<file path="config.mk">
export PLATFORM = sky130hd
export DESIGN_NAME = pfs_top
export DESIGN_NICKNAME = d
export VERILOG_FILES = /design/src/pfs_pkg.sv /design/src/pfs_top.sv
export SDC_FILE = /design/constraint.sdc
export NUM_CORES = 1
export LEC_CHECK = 0
export ABC_CLOCK_PERIOD_IN_PS = 9170
export BUFFER_PORTS_ARGS = -buffer_cell sky130_fd_sc_hd__buf_2
export CAP_MARGIN = 10
export CORE_MARGIN = 2
export CORE_UTILIZATION = 55
export DETAILED_ROUTE_END_ITERATION = 12
export PLACE_DENSITY = 0.82
export RECOVER_POWER = 25
export SETUP_SLACK_MARGIN = 0.1
export SKIP_CTS_REPAIR_TIMING = 1
export SYNTH_ARGS = -nofsm -noshare
export SYNTH_HDL_FRONTEND = slang
export SYNTH_SLANG_ARGS = --single-unit
</file>
<file path="constraint.sdc">
create_clock -name clock_in -period 9.17 [get_ports clock_in]
set_clock_uncertainty 0.2 [all_clocks]
set_input_delay 0.4585 -clock clock_in [delete_from_list [all_inputs] [get_ports clock_in]]
set_output_delay 0.4585 -clock clock_in [all_outputs]
set_load 0.03 [all_outputs]
</file>
<file path="src/pfs_pkg.sv">
// Package: constants and carrier types for the pad function select block
package pfs_pkg;

  // ****************************************
  // Register map
  // ****************************************
  localparam logic [11:0] PFS_OFF_PAD_CFG_BASE = 12'h000;  // pad_config_reg[i] at base + 4*i
  localparam logic [11:0] PFS_OFF_SRC_SEL_BASE = 12'h400;  // input_source_sel_reg[j]
  localparam logic [11:0] PFS_OFF_USER_OPT     = 12'h800;  // user_option_word
  localparam logic [11:0] PFS_OFF_STATUS       = 12'h804;  // block status
  localparam logic [11:0] PFS_OFF_DEV_PORT     = 12'h808;  // dev_port_interface control

  // pad_config_reg fields
  localparam int PFS_PCR_FUNC_LSB   = 0;   // pad_function_field, 3 bits
  localparam int PFS_PCR_FUNC_W     = 3;
  localparam int PFS_PCR_OBE_BIT    = 8;   // output_buffer_en
  localparam int PFS_PCR_IBE_BIT    = 9;   // input_buffer_en
  localparam int PFS_PCR_PUE_BIT    = 10;  // pullup_en
  localparam int PFS_PCR_NMI_BIT    = 12;  // pad used as nonmaskable interrupt input

  // user_option_word fields
  localparam int PFS_OPT_SUPPLY_A_BIT = 0;  // supply_level_sel domain A
  localparam int PFS_OPT_SUPPLY_B_BIT = 1;  // supply_level_sel domain B

  // dev_port_interface control fields
  localparam int PFS_DPC_TCLK_EN_BIT = 0;  // trace_clk_enable
  localparam int PFS_DPC_PSTAT_BIT   = 1;  // proc_status_enable
  localparam int PFS_DPC_FPM_BIT     = 2;  // full_port_mode

  // Reset and delivery values
  localparam logic [2:0] PFS_FUNC_FIRST  = 3'h0;  // alt_func_first (general-purpose path)
  localparam logic [2:0] PFS_FUNC_FIFTH  = 3'h4;  // alt_func_fifth
  localparam logic [1:0] PFS_SUPPLY_DELIVERED = 2'h3;
  localparam logic       PFS_SUPPLY_5V0 = 1'b0;

  // Supply settle time before pads leave input state
  localparam int PFS_SETTLE_NS     = 1000;
  localparam int PFS_CLK_PERIOD_NS = 8;
  localparam int PFS_SETTLE_CYC    = (PFS_SETTLE_NS + PFS_CLK_PERIOD_NS - 1) / PFS_CLK_PERIOD_NS;

  typedef enum logic [2:0] {
    PFS_ST_POWERUP = 3'b001,
    PFS_ST_RESET   = 3'b010,
    PFS_ST_RUN     = 3'b100
  } pfs_state_t;

  typedef struct packed {
    logic [2:0] func;
    logic       output_buffer_en;
    logic       input_buffer_en;
    logic       pullup_en;
    logic       nmi;
  } pfs_pad_cfg_t;

  typedef struct packed {
    logic psel;
    logic penable;
    logic pwrite;
    logic [11:0] paddr;
    logic [31:0] pwdata;
  } pfs_apb_req_t;

  typedef struct packed {
    logic        pready;
    logic        pslverr;
    logic [31:0] prdata;
  } pfs_apb_rsp_t;

endpackage : pfs_pkg

</file>
<file path="src/pfs_top.sv">
// Top: pad function select with APB configuration registers
`timescale 1ns/100ps
module pfs_top #(
  parameter int NUM_PADS  = 16,
  parameter int NUM_SEL   = 4,
  parameter int SEL_W     = 4,
  parameter int JTAG_TDI  = 0,
  parameter int JTAG_TDO  = 1,
  parameter int JTAG_TCK  = 2,
  parameter int JTAG_TMS  = 3,
  parameter int SETTLE_CYC = pfs_pkg::PFS_SETTLE_CYC
) (
  input  wire logic                  clock_in,            // System clock
  input  wire logic                  rst_n_in,            // Sync reset, active low
  input  wire pfs_pkg::pfs_apb_req_t apb_in,              // APB request
  output pfs_pkg::pfs_apb_rsp_t      apb_out,             // APB answer
  input  wire logic [NUM_PADS*5-1:0] alt_out_in,          // Five alternate outputs per pad
  input  wire logic [NUM_PADS*5-1:0] alt_oe_in,           // Their enables
  input  wire logic [NUM_PADS-1:0]   gpio_out_in,         // General-purpose output data
  input  wire logic [NUM_PADS-1:0]   pad_in,              // Pad input level
  output logic      [NUM_PADS-1:0]   pad_out,             // Pad output level
  output logic      [NUM_PADS-1:0]   pad_oe_out,          // Pad output enable
  output logic      [NUM_PADS-1:0]   pad_pullup_out,      // Pad weak pull-up
  output logic      [NUM_PADS-1:0]   periph_in_out,       // Gated inputs, fanned to all users
  output logic      [NUM_SEL-1:0]    sel_in_out,          // Selected shared peripheral inputs
  output logic      [1:0]            nmi_out,             // Nonmaskable interrupt inputs
  output logic      [3:0]            jtag_in_out,         // Debug inputs: tdi, tck, tms, unused
  input  wire logic                  jtag_tdo_in,         // Debug data out
  input  wire logic                  memory_selftest_en_in,         // Self-test controller enable
  input  wire logic [11:0]           trace_data_in,       // Trace data from debug logic
  input  wire logic                  trace_clk_in,        // Trace clock from debug logic
  input  wire logic                  trace_trace_msg_seq_out_in,       // Message sequence from debug logic
  output logic      [11:0]           trace_data_out,      // Trace data pads
  output logic      [11:0]           trace_data_oe_out,   // Trace data pad enables
  output logic                       trace_clock_out,     // Trace clock pad
  output logic                       trace_msg_seq_out,   // Message sequence pad
  output logic                       trace_port_oe_out,   // Enable for clock and sequence pads
  output logic      [1:0]            supply_level_sel_out,// Per-domain supply level
  input  wire logic                  supply_ok_in         // Supply level is final
);
  import pfs_pkg::*;

  initial begin
    if (NUM_PADS < 5 || NUM_PADS > 256 || NUM_SEL < 1 || NUM_SEL > 64 || (1 << SEL_W) < NUM_PADS)
      $error("pfs_top: unsupported parameters");
  end

  typedef struct packed {
    pfs_state_t                  st;
    logic [15:0]                 settle;
    pfs_pad_cfg_t [NUM_PADS-1:0] cfg;
    logic [NUM_SEL-1:0][SEL_W-1:0] src;
    logic [1:0]                  supply;
    logic [2:0]                  dpc;
    logic [NUM_PADS-1:0]         po;
    logic [NUM_PADS-1:0]         poe;
    logic [NUM_PADS-1:0]         ppu;
    logic [NUM_PADS-1:0]         pin;
    logic [NUM_SEL-1:0]          sin;
    logic [11:0]                 tdo;
    logic [11:0]                 toe;
    logic [31:0]                 rdata;
  } pfs_regs_t;

  pfs_regs_t r;
  pfs_regs_t next_r;

  logic        wr_acc;
  logic        rd_acc;
  logic [9:0]  idx;
  logic        hit_cfg;
  logic        hit_src;
  logic [2:0]  fsel;
  logic        run;
  logic        low_en;
  logic        high_en;

  assign wr_acc  = apb_in.psel && apb_in.penable && apb_in.pwrite;
  assign rd_acc  = apb_in.psel && !apb_in.penable && !apb_in.pwrite;
  assign idx     = apb_in.paddr[11:2];
  assign hit_cfg = apb_in.paddr < PFS_OFF_SRC_SEL_BASE && int'(idx) < NUM_PADS;
  assign hit_src = apb_in.paddr >= PFS_OFF_SRC_SEL_BASE && apb_in.paddr < PFS_OFF_USER_OPT
                   && int'(idx - PFS_OFF_SRC_SEL_BASE[11:2]) < NUM_SEL;

  always_comb begin
    next_r = r;
    fsel   = PFS_FUNC_FIRST;
    run    = 1'b0;
    // ****************************************
    // Power-up and reset sequencing
    // ****************************************
    case (r.st)
      PFS_ST_POWERUP: begin
        if (!supply_ok_in)
          next_r.settle = '0;
        else if (int'(r.settle) >= SETTLE_CYC - 1)
          next_r.st = PFS_ST_RUN;
        else
          next_r.settle = r.settle + 16'h0001;
      end
      PFS_ST_RESET: next_r.st = PFS_ST_RUN;
      PFS_ST_RUN:   run = 1'b1;
      default:      next_r.st = PFS_ST_POWERUP;
    endcase

    // ****************************************
    // Register writes
    // ****************************************
    if (wr_acc) begin
      if (hit_cfg) begin
        next_r.cfg[idx].func = apb_in.pwdata[PFS_PCR_FUNC_LSB +: PFS_PCR_FUNC_W];
        next_r.cfg[idx].output_buffer_en  = apb_in.pwdata[PFS_PCR_OBE_BIT];
        next_r.cfg[idx].input_buffer_en  = apb_in.pwdata[PFS_PCR_IBE_BIT];
        next_r.cfg[idx].pullup_en  = apb_in.pwdata[PFS_PCR_PUE_BIT];
        next_r.cfg[idx].nmi  = apb_in.pwdata[PFS_PCR_NMI_BIT];
      end
      if (hit_src)
        next_r.src[idx - PFS_OFF_SRC_SEL_BASE[11:2]] = apb_in.pwdata[SEL_W-1:0];
      if (apb_in.paddr == PFS_OFF_USER_OPT)
        next_r.supply = apb_in.pwdata[1:0];
      if (apb_in.paddr == PFS_OFF_DEV_PORT && !run)
        next_r.dpc = apb_in.pwdata[2:0];
    end

    // Read data captured in setup so it stands through the access phase
    if (rd_acc) begin
      next_r.rdata = '0;
      if (hit_cfg) begin
        next_r.rdata[PFS_PCR_FUNC_LSB +: PFS_PCR_FUNC_W] = r.cfg[idx].func;
        next_r.rdata[PFS_PCR_OBE_BIT] = r.cfg[idx].output_buffer_en;
        next_r.rdata[PFS_PCR_IBE_BIT] = r.cfg[idx].input_buffer_en;
        next_r.rdata[PFS_PCR_PUE_BIT] = r.cfg[idx].pullup_en;
        next_r.rdata[PFS_PCR_NMI_BIT] = r.cfg[idx].nmi;
      end else if (hit_src)
        next_r.rdata[SEL_W-1:0] = r.src[idx - PFS_OFF_SRC_SEL_BASE[11:2]];
      else if (apb_in.paddr == PFS_OFF_USER_OPT)
        next_r.rdata[1:0] = r.supply;
      else if (apb_in.paddr == PFS_OFF_STATUS)
        next_r.rdata[4:0] = {memory_selftest_en_in, supply_ok_in, r.st};
      else if (apb_in.paddr == PFS_OFF_DEV_PORT)
        next_r.rdata[2:0] = r.dpc;
    end

    // ****************************************
    // Pad output routing
    // ****************************************
    for (int i = 0; i < NUM_PADS; i++) begin
      fsel = r.cfg[i].func;
      next_r.ppu[i] = r.cfg[i].pullup_en;
      if (!run || r.cfg[i].nmi) begin
        next_r.poe[i] = 1'b0;
        next_r.po[i]  = 1'b0;
      end else if (fsel <= PFS_FUNC_FIFTH) begin
        next_r.po[i]  = (fsel == PFS_FUNC_FIRST) ? gpio_out_in[i] : alt_out_in[i*5 + int'(fsel)];
        next_r.poe[i] = (fsel == PFS_FUNC_FIRST) ? r.cfg[i].output_buffer_en : alt_oe_in[i*5 + int'(fsel)];
      end else begin
        next_r.po[i]  = gpio_out_in[i];
        next_r.poe[i] = r.cfg[i].output_buffer_en;
      end
      if (i == JTAG_TDO && run && r.cfg[i].func == PFS_FUNC_FIRST && !r.cfg[i].output_buffer_en) begin
        next_r.po[i]  = jtag_tdo_in;
        next_r.poe[i] = 1'b1;
      end
      next_r.pin[i] = pad_in[i] & r.cfg[i].input_buffer_en;
    end
    for (int j = 0; j < NUM_SEL; j++)
      next_r.sin[j] = next_r.pin[r.src[j]];

    // ****************************************
    // Trace port
    // ****************************************
    low_en  = r.dpc[PFS_DPC_TCLK_EN_BIT] | r.dpc[PFS_DPC_PSTAT_BIT];
    high_en = (r.dpc[PFS_DPC_TCLK_EN_BIT] & r.dpc[PFS_DPC_FPM_BIT])
              | r.dpc[PFS_DPC_PSTAT_BIT];
    next_r.tdo = trace_data_in;
    next_r.toe = {{4{high_en}}, {8{low_en}}};
    if (!run && memory_selftest_en_in) begin
      next_r.tdo[0] = 1'b1;
      next_r.toe[0] = 1'b1;
    end else if (!low_en)
      next_r.toe[0] = 1'b0;

    if (!rst_n_in) begin
      next_r       = '0;
      next_r.st     = PFS_ST_POWERUP;
      next_r.settle = '0;
      next_r.supply = PFS_SUPPLY_DELIVERED;
      // Unknown or power-up state takes the delivered values
      if (r.st == PFS_ST_RUN || r.st == PFS_ST_RESET) begin
        next_r.st     = PFS_ST_RESET;
        next_r.supply = r.supply;
        next_r.dpc    = r.dpc;
      end
      for (int i = 0; i < NUM_PADS; i++) begin
        next_r.cfg[i].func = PFS_FUNC_FIRST;
        next_r.cfg[i].input_buffer_en  = (i == JTAG_TDI || i == JTAG_TCK || i == JTAG_TMS);
        next_r.cfg[i].pullup_en  = (i == JTAG_TCK || i == JTAG_TMS);
      end
    end
  end

  always_ff @(posedge clock_in) begin
    r <= next_r;
  end

  // ****************************************
  // Outputs
  // ****************************************
  assign apb_out.pready  = 1'b1;
  assign apb_out.pslverr = 1'b0;
  assign apb_out.prdata  = r.rdata;
  assign pad_out         = r.po;
  assign pad_oe_out      = r.poe;
  assign pad_pullup_out  = r.ppu;
  assign periph_in_out   = r.pin;
  assign sel_in_out      = r.sin;
  assign nmi_out         = {r.pin[NUM_PADS-1] & r.cfg[NUM_PADS-1].nmi, r.pin[NUM_PADS-2] & r.cfg[NUM_PADS-2].nmi};
  assign jtag_in_out     = {1'b0, r.pin[JTAG_TMS], r.pin[JTAG_TCK], r.pin[JTAG_TDI]};
  assign trace_data_out  = r.tdo;
  assign trace_data_oe_out = r.toe;
  assign trace_clock_out = trace_clk_in & r.toe[1];
  assign trace_msg_seq_out = trace_trace_msg_seq_out_in & r.toe[1];
  assign trace_port_oe_out = r.toe[1];
  assign supply_level_sel_out = r.supply;

endmodule : pfs_top

</file>
Yosys cells after proc, flatten, opt, wreduce, memory -nomap -nowiden
Cells that the tools add are included.
Cells by class
  add/subtract/negate cells: 18
  magnitude comparators: 46
  equal/unequal tests: 14
  multiplexer cells: 252
  bitwise gates (word level): 24
  reduce and logical (&&, ||, !) cells: 71
Operators by type and width (count)
  $bwmux 112: 5
  $mux 276: 1
  $bmux 1 s7: 30
  $mux 1: 171
  $demux 7 s4: 5
  $mux 133: 1
  $mux 112: 1
  $mux 16: 4
  $le 3x3->1 const B: 16
  $logic_not 3->1: 16
  $lt 7x8->1 const B: 6
  $add 6x3->7 const A: 6
  $eq 12x12->1 const B: 3
  $reduce_or 2->1: 15
  $bmux 7 s4: 1
  $mux 3: 9
  $add 7x3->8 const A: 3
  $lt 6x8->1 const B: 3
  $lt 8x8->1 const B: 3
  $and 1x1->1: 21
  $ge 10x1->1 const B: 2
  $lt 10x5->1 const B: 2
  $lt 4x5->1 const B: 4
  $add 5x3->6 const A: 3
  other kinds (38): 94
Storage, ports and cells
  register bits: 250
  input bits: 258
  output and inout bits: 137
  logic and storage cells: 551

Depth between registers and ports, before layout
  depth in word-level cells: 12
  depth in mapped cells: 11
  mapped depth without buffers: 7

Worst setup path before layout
OpenSTA, ideal clock, no wires.
  kind: reg-to-reg
  start: reg with a tool-made name
  end: reg r (netlist bit pad_oe_out[9])
  arrival: 2887 ps
  slack: 5950 ps
  cell stages (with the launch flop): 11
  cells stage by stage: dfxtp_1 buf_2 buf_2 inv_1 ha_1 clkbuf_1 buf_1 mux4_2 mux4_2 o21ai_0 a21oi_1
RTL lines
  end signal, assigned: line pfs_top.sv:203  | r <= next_r;
  end, declared: line pfs_top.sv:65  | pfs_regs_t r;

Worst setup path in the final report
  start: in rst_n_in
  end: reg r[275] (netlist bit) (enable)
On the way
  cells in the longest elaborated chain, start to end: 2
  elaborated cells on any way between the ends: 4
Ends and longest elaborated chain
  start, declared: line pfs_top.sv:14  | input wire logic rst_n_in,
  $ne 3x3->1 (no line) / $ne 2x2->1 (equally long branches)
  $reduce_and 3->1 (no line) *
Every way passes the cells marked *; elsewhere a longest branch is shown, timed or not.
A chain may end at the register's enable or synchronous reset.

==> flow_metrics.py <==
metrics = {
    "synth": {
        "ys_ff_latch": 244,
        "ys_seq_area_frac": 0.314,
        "ys.warnings.count": 0,
        "synthDistinctLibCells": 59,
        "synthesis.area_um2": 15800,
        "synth-edff-count": 8,
        "synthArstFlopShare": 0,
        "syn_inst": 1531,
        "synth_ff_type": "dfxtp_1",
        "synth.avg_cell_area_um2": 10.3,
    },
    "setup_path": {
        "cp-end-kind": "flip-flop",
        "critPathArrivalTime_ns": 4.28,
        "crit_path_max_incr_delay_ns": 2.91,
        "r2r_cells": 7,
        "worst_setup_path_start_kind": "primary input",
        "cp_max_fo": 124,
        "r2r_setup_slack_ns": 6.11,
        "path_class": "in2reg",
        "cp_top_family": "buffers and inverters",
        "cp_slowest_cell": "clkbuf_1",
        "crit_chain": "clkbuf_1 > o21ai_0",
        "startpoint": "rst_n_in",
        "crit_end": "r[275]",
        "cp.depth": 2,
        "cp.required_ns": 8.98,
        "rr_endpoint": "pad_out[5]",
        "path_buf_inv": 1,
    },
    "final_layout": {
        "area_growth_pct": 11.9,
        "regArea_um2": 4960,
        "fin_nets": 1995,
        "antenna_cells": 0,
        "drive_gt1_frac": 0.318,
        "design_area_um2": 17700,
        "multiInputGateArea_um2": 9340,
        "n_fill_cell": 2332,
    },
    "grt": {
        "antenna_found_initial": 1,
        "grt.total_usage": 0.293,
        "grt_max_degree": 125,
        "met1_usage": 0.389,
        "grt_first_pass_wirelength_um": 70200,
        "use_met2": 0.496,
        "overflow": 0,
        "grt_pass1_vias": 12805,
        "grt_most_used_layer": "met2",
        "gr-usage-met3": 0.0482,
    },
    "power": {
        "p_leak_nw": 6.52,
        "vdd_ir_drop_max_v": 0.000124,
        "p_per_area_nw_per_um2": 142,
    },
    "detailed_routing": {
        "route.detailed.drc": 0,
        "first_pass_iters": 6,
        "drt-vias-per-instance": 6.19,
        "vias": 13057,
        "antenna_left": 0,
        "routed_wl_um": 45200,
        "wl_per_cell_um": 21.4,
        "drt_iter0_markers": 1231,
    },
    "timing": {
        "slew_headroom": -1.81,
        "rsz0062_at_grt": "false",
        "tightest_slew_ns": 4.21,
        "hold_viol": 1,
        "finalMaxSlewViolations": 125,
        "fin_crit_ns": 4.47,
        "setup-tns-final_ns": 0,
        "setup_viol": 0,
        "hold_slack_ns": -0.0125,
        "final.period_utilization": 0.487,
        "max_freq_ghz": 0.224,
    },
    "status": {
        "violations": "hold timing, capacitance limit, slew limit",
        "status": "finished, violations left",
    },
    "clock_tree": {
        "ctsRootBufferMaster": "clkbuf_16",
        "cts_tree": "built",
        "cts_sinks": 244,
        "clockBufferDepth": 3,
        "clkLatencyLatePin_ns": 0.54,
        "path_clk_slew_ns": 0.06,
        "cts_buffers": 26,
        "htree_levels": 1,
    },
    "run": {
        "maxCapViolCount": 1,
    },
    "floorplanning": {
        "die_width_um": 174,
        "core_area_um2": 28500,
        "start_util": 0.555,
        "io_pins": 395,
        "fp-row-count": 62,
        "die_y_um": 174,
        "dieArea_um2": 30100,
    },
    "place": {
        "hpwl_um": 33000,
        "dpl_cell_area_um2": 16700,
        "gp_congestion": 0.934,
        "port_buffers": 344,
    },
    "hold_path": {
        "hp-class": "in2reg",
        "whs_path_depth": 3,
        "worstHoldStart": "gpio_out_in[13]",
    },
}
==> cell usage in the layout, fill, tap and decap left out, types with 5 or more instances in the layout <==
cell type,instances
clkbuf_1,58
edfxtp_1,8
nor2_1,57
clkbuf_16,27
and2_1,34
nand2b_1,6
conb_1,26
nand4_1,9
a2111oi_0,5
ha_1,31
nand2_1,158
inv_1,38
mux2i_1,52
xor2_1,5
dfxtp_1,236
a21boi_0,105
nor3b_1,5
a211oi_1,8
nor3_1,23
mux2_2,13
nand3_1,19
buf_2,291
dlygate4sd3_1,18
clkbuf_8,5
o21a_1,6
a211o_1,5
nor2b_1,26
and3_1,22
buf_4,11
o21ai_0,132
xnor2_1,13
a21oi_1,15
and2_0,5
nor4_1,8
mux4_2,183
==> how the worst min path moves through the flow <==
stage / slack [ns] / end
after floorplan: 0.23 / pad_oe_out[12]
after global placement: 0.24 / r[264]
after detailed placement: 0.24 / r[264]
after CTS: -0.09 / trace_data_out[8]
after global routing: 0.002 / periph_in_out[6]
final: -0.01 / pad_out[13]
==> synth_stat cells, drive strengths merged (13+ instances only) <==
| library cell | number | area share |
|---|---|---|
| a21boi | 108 | 0.051 |
| a21oi | 15 | 0.0047 |
| and2 | 39 | 0.015 |
| and3 | 22 | 0.0087 |
| buf | 164 | 0.071 |
| clkbuf | 86 | 0.020 |
| dfxtp | 236 | 0.30 |
| ha | 31 | 0.025 |
| inv | 38 | 0.0090 |
| mux2 | 13 | 0.0093 |
| mux2i | 52 | 0.033 |
| mux4 | 183 | 0.26 |
| nand2 | 158 | 0.038 |
| nand3 | 19 | 0.0060 |
| nor2 | 59 | 0.015 |
| nor2b | 26 | 0.010 |
| nor3 | 23 | 0.0073 |
| o21ai | 132 | 0.042 |
| xnor2 | 13 | 0.0072 |
==> power by group <==
| group | internal (mW) | switching [mW] |
|---|---|---|
| Combinational | 0.146 | 0.206 |
| Sequential | 1.09 | 0.0193 |
| Clock | 0.607 | 0.435 |
| Total | 1.85 | 0.660 |
==> layout make-up <==
cell class | instances | share of cell area
Multi-Input combinational cell | 1023 | 0.528
Sequential cell | 244 | 0.281
Timing Repair Buffer | 373 | 0.108
Clock buffer | 37 | 0.0431
Tap cell | 384 | 0.0271
Inverter | 38 | 0.00806
Clock inverter | 10 | 0.00488
==> metrics by stage <==
step | utilization | worst slack, ns | instances | total power, mW
3_3_place_gp | 0.588 | 5.98 | 2044 | 1.47
4_1_cts | 0.618 | 6.12 | 2091 | 2.51
5_1_grt | 0.622 | 4.16 | 2109 | 2.59
3_5_place_dp | 0.588 | 5.95 | 2044 | 1.48
2_1_floorplan | - | 5.95 | 1555 | 1.38
6_report | 0.622 | 4.70 | 2109 | 2.51
==> metal layers <==
metal,share of wire,wire length [um],up-vias
li1,-,-,5837
met1,0.40,18000,6328
met2,0.49,21900,795
met3,0.090,4070,95
met4,0.026,1170,2
met5,0.00029,13,-
==> logic make-up after synthesis <==
logic type,count (synthesis),share of synthesized area
adder cells (fa/ha/maj),31,0.0245
buffers and inverters,288,0.101
AND/OR/NAND/NOR,387,0.118
AO/OA/AOI/OAI,313,0.129
multiplexers,248,0.303
flip-flops,244,0.314
XOR/XNOR,18,0.00997
other,2,0.000475
Power figures use the tool's default switching activity.
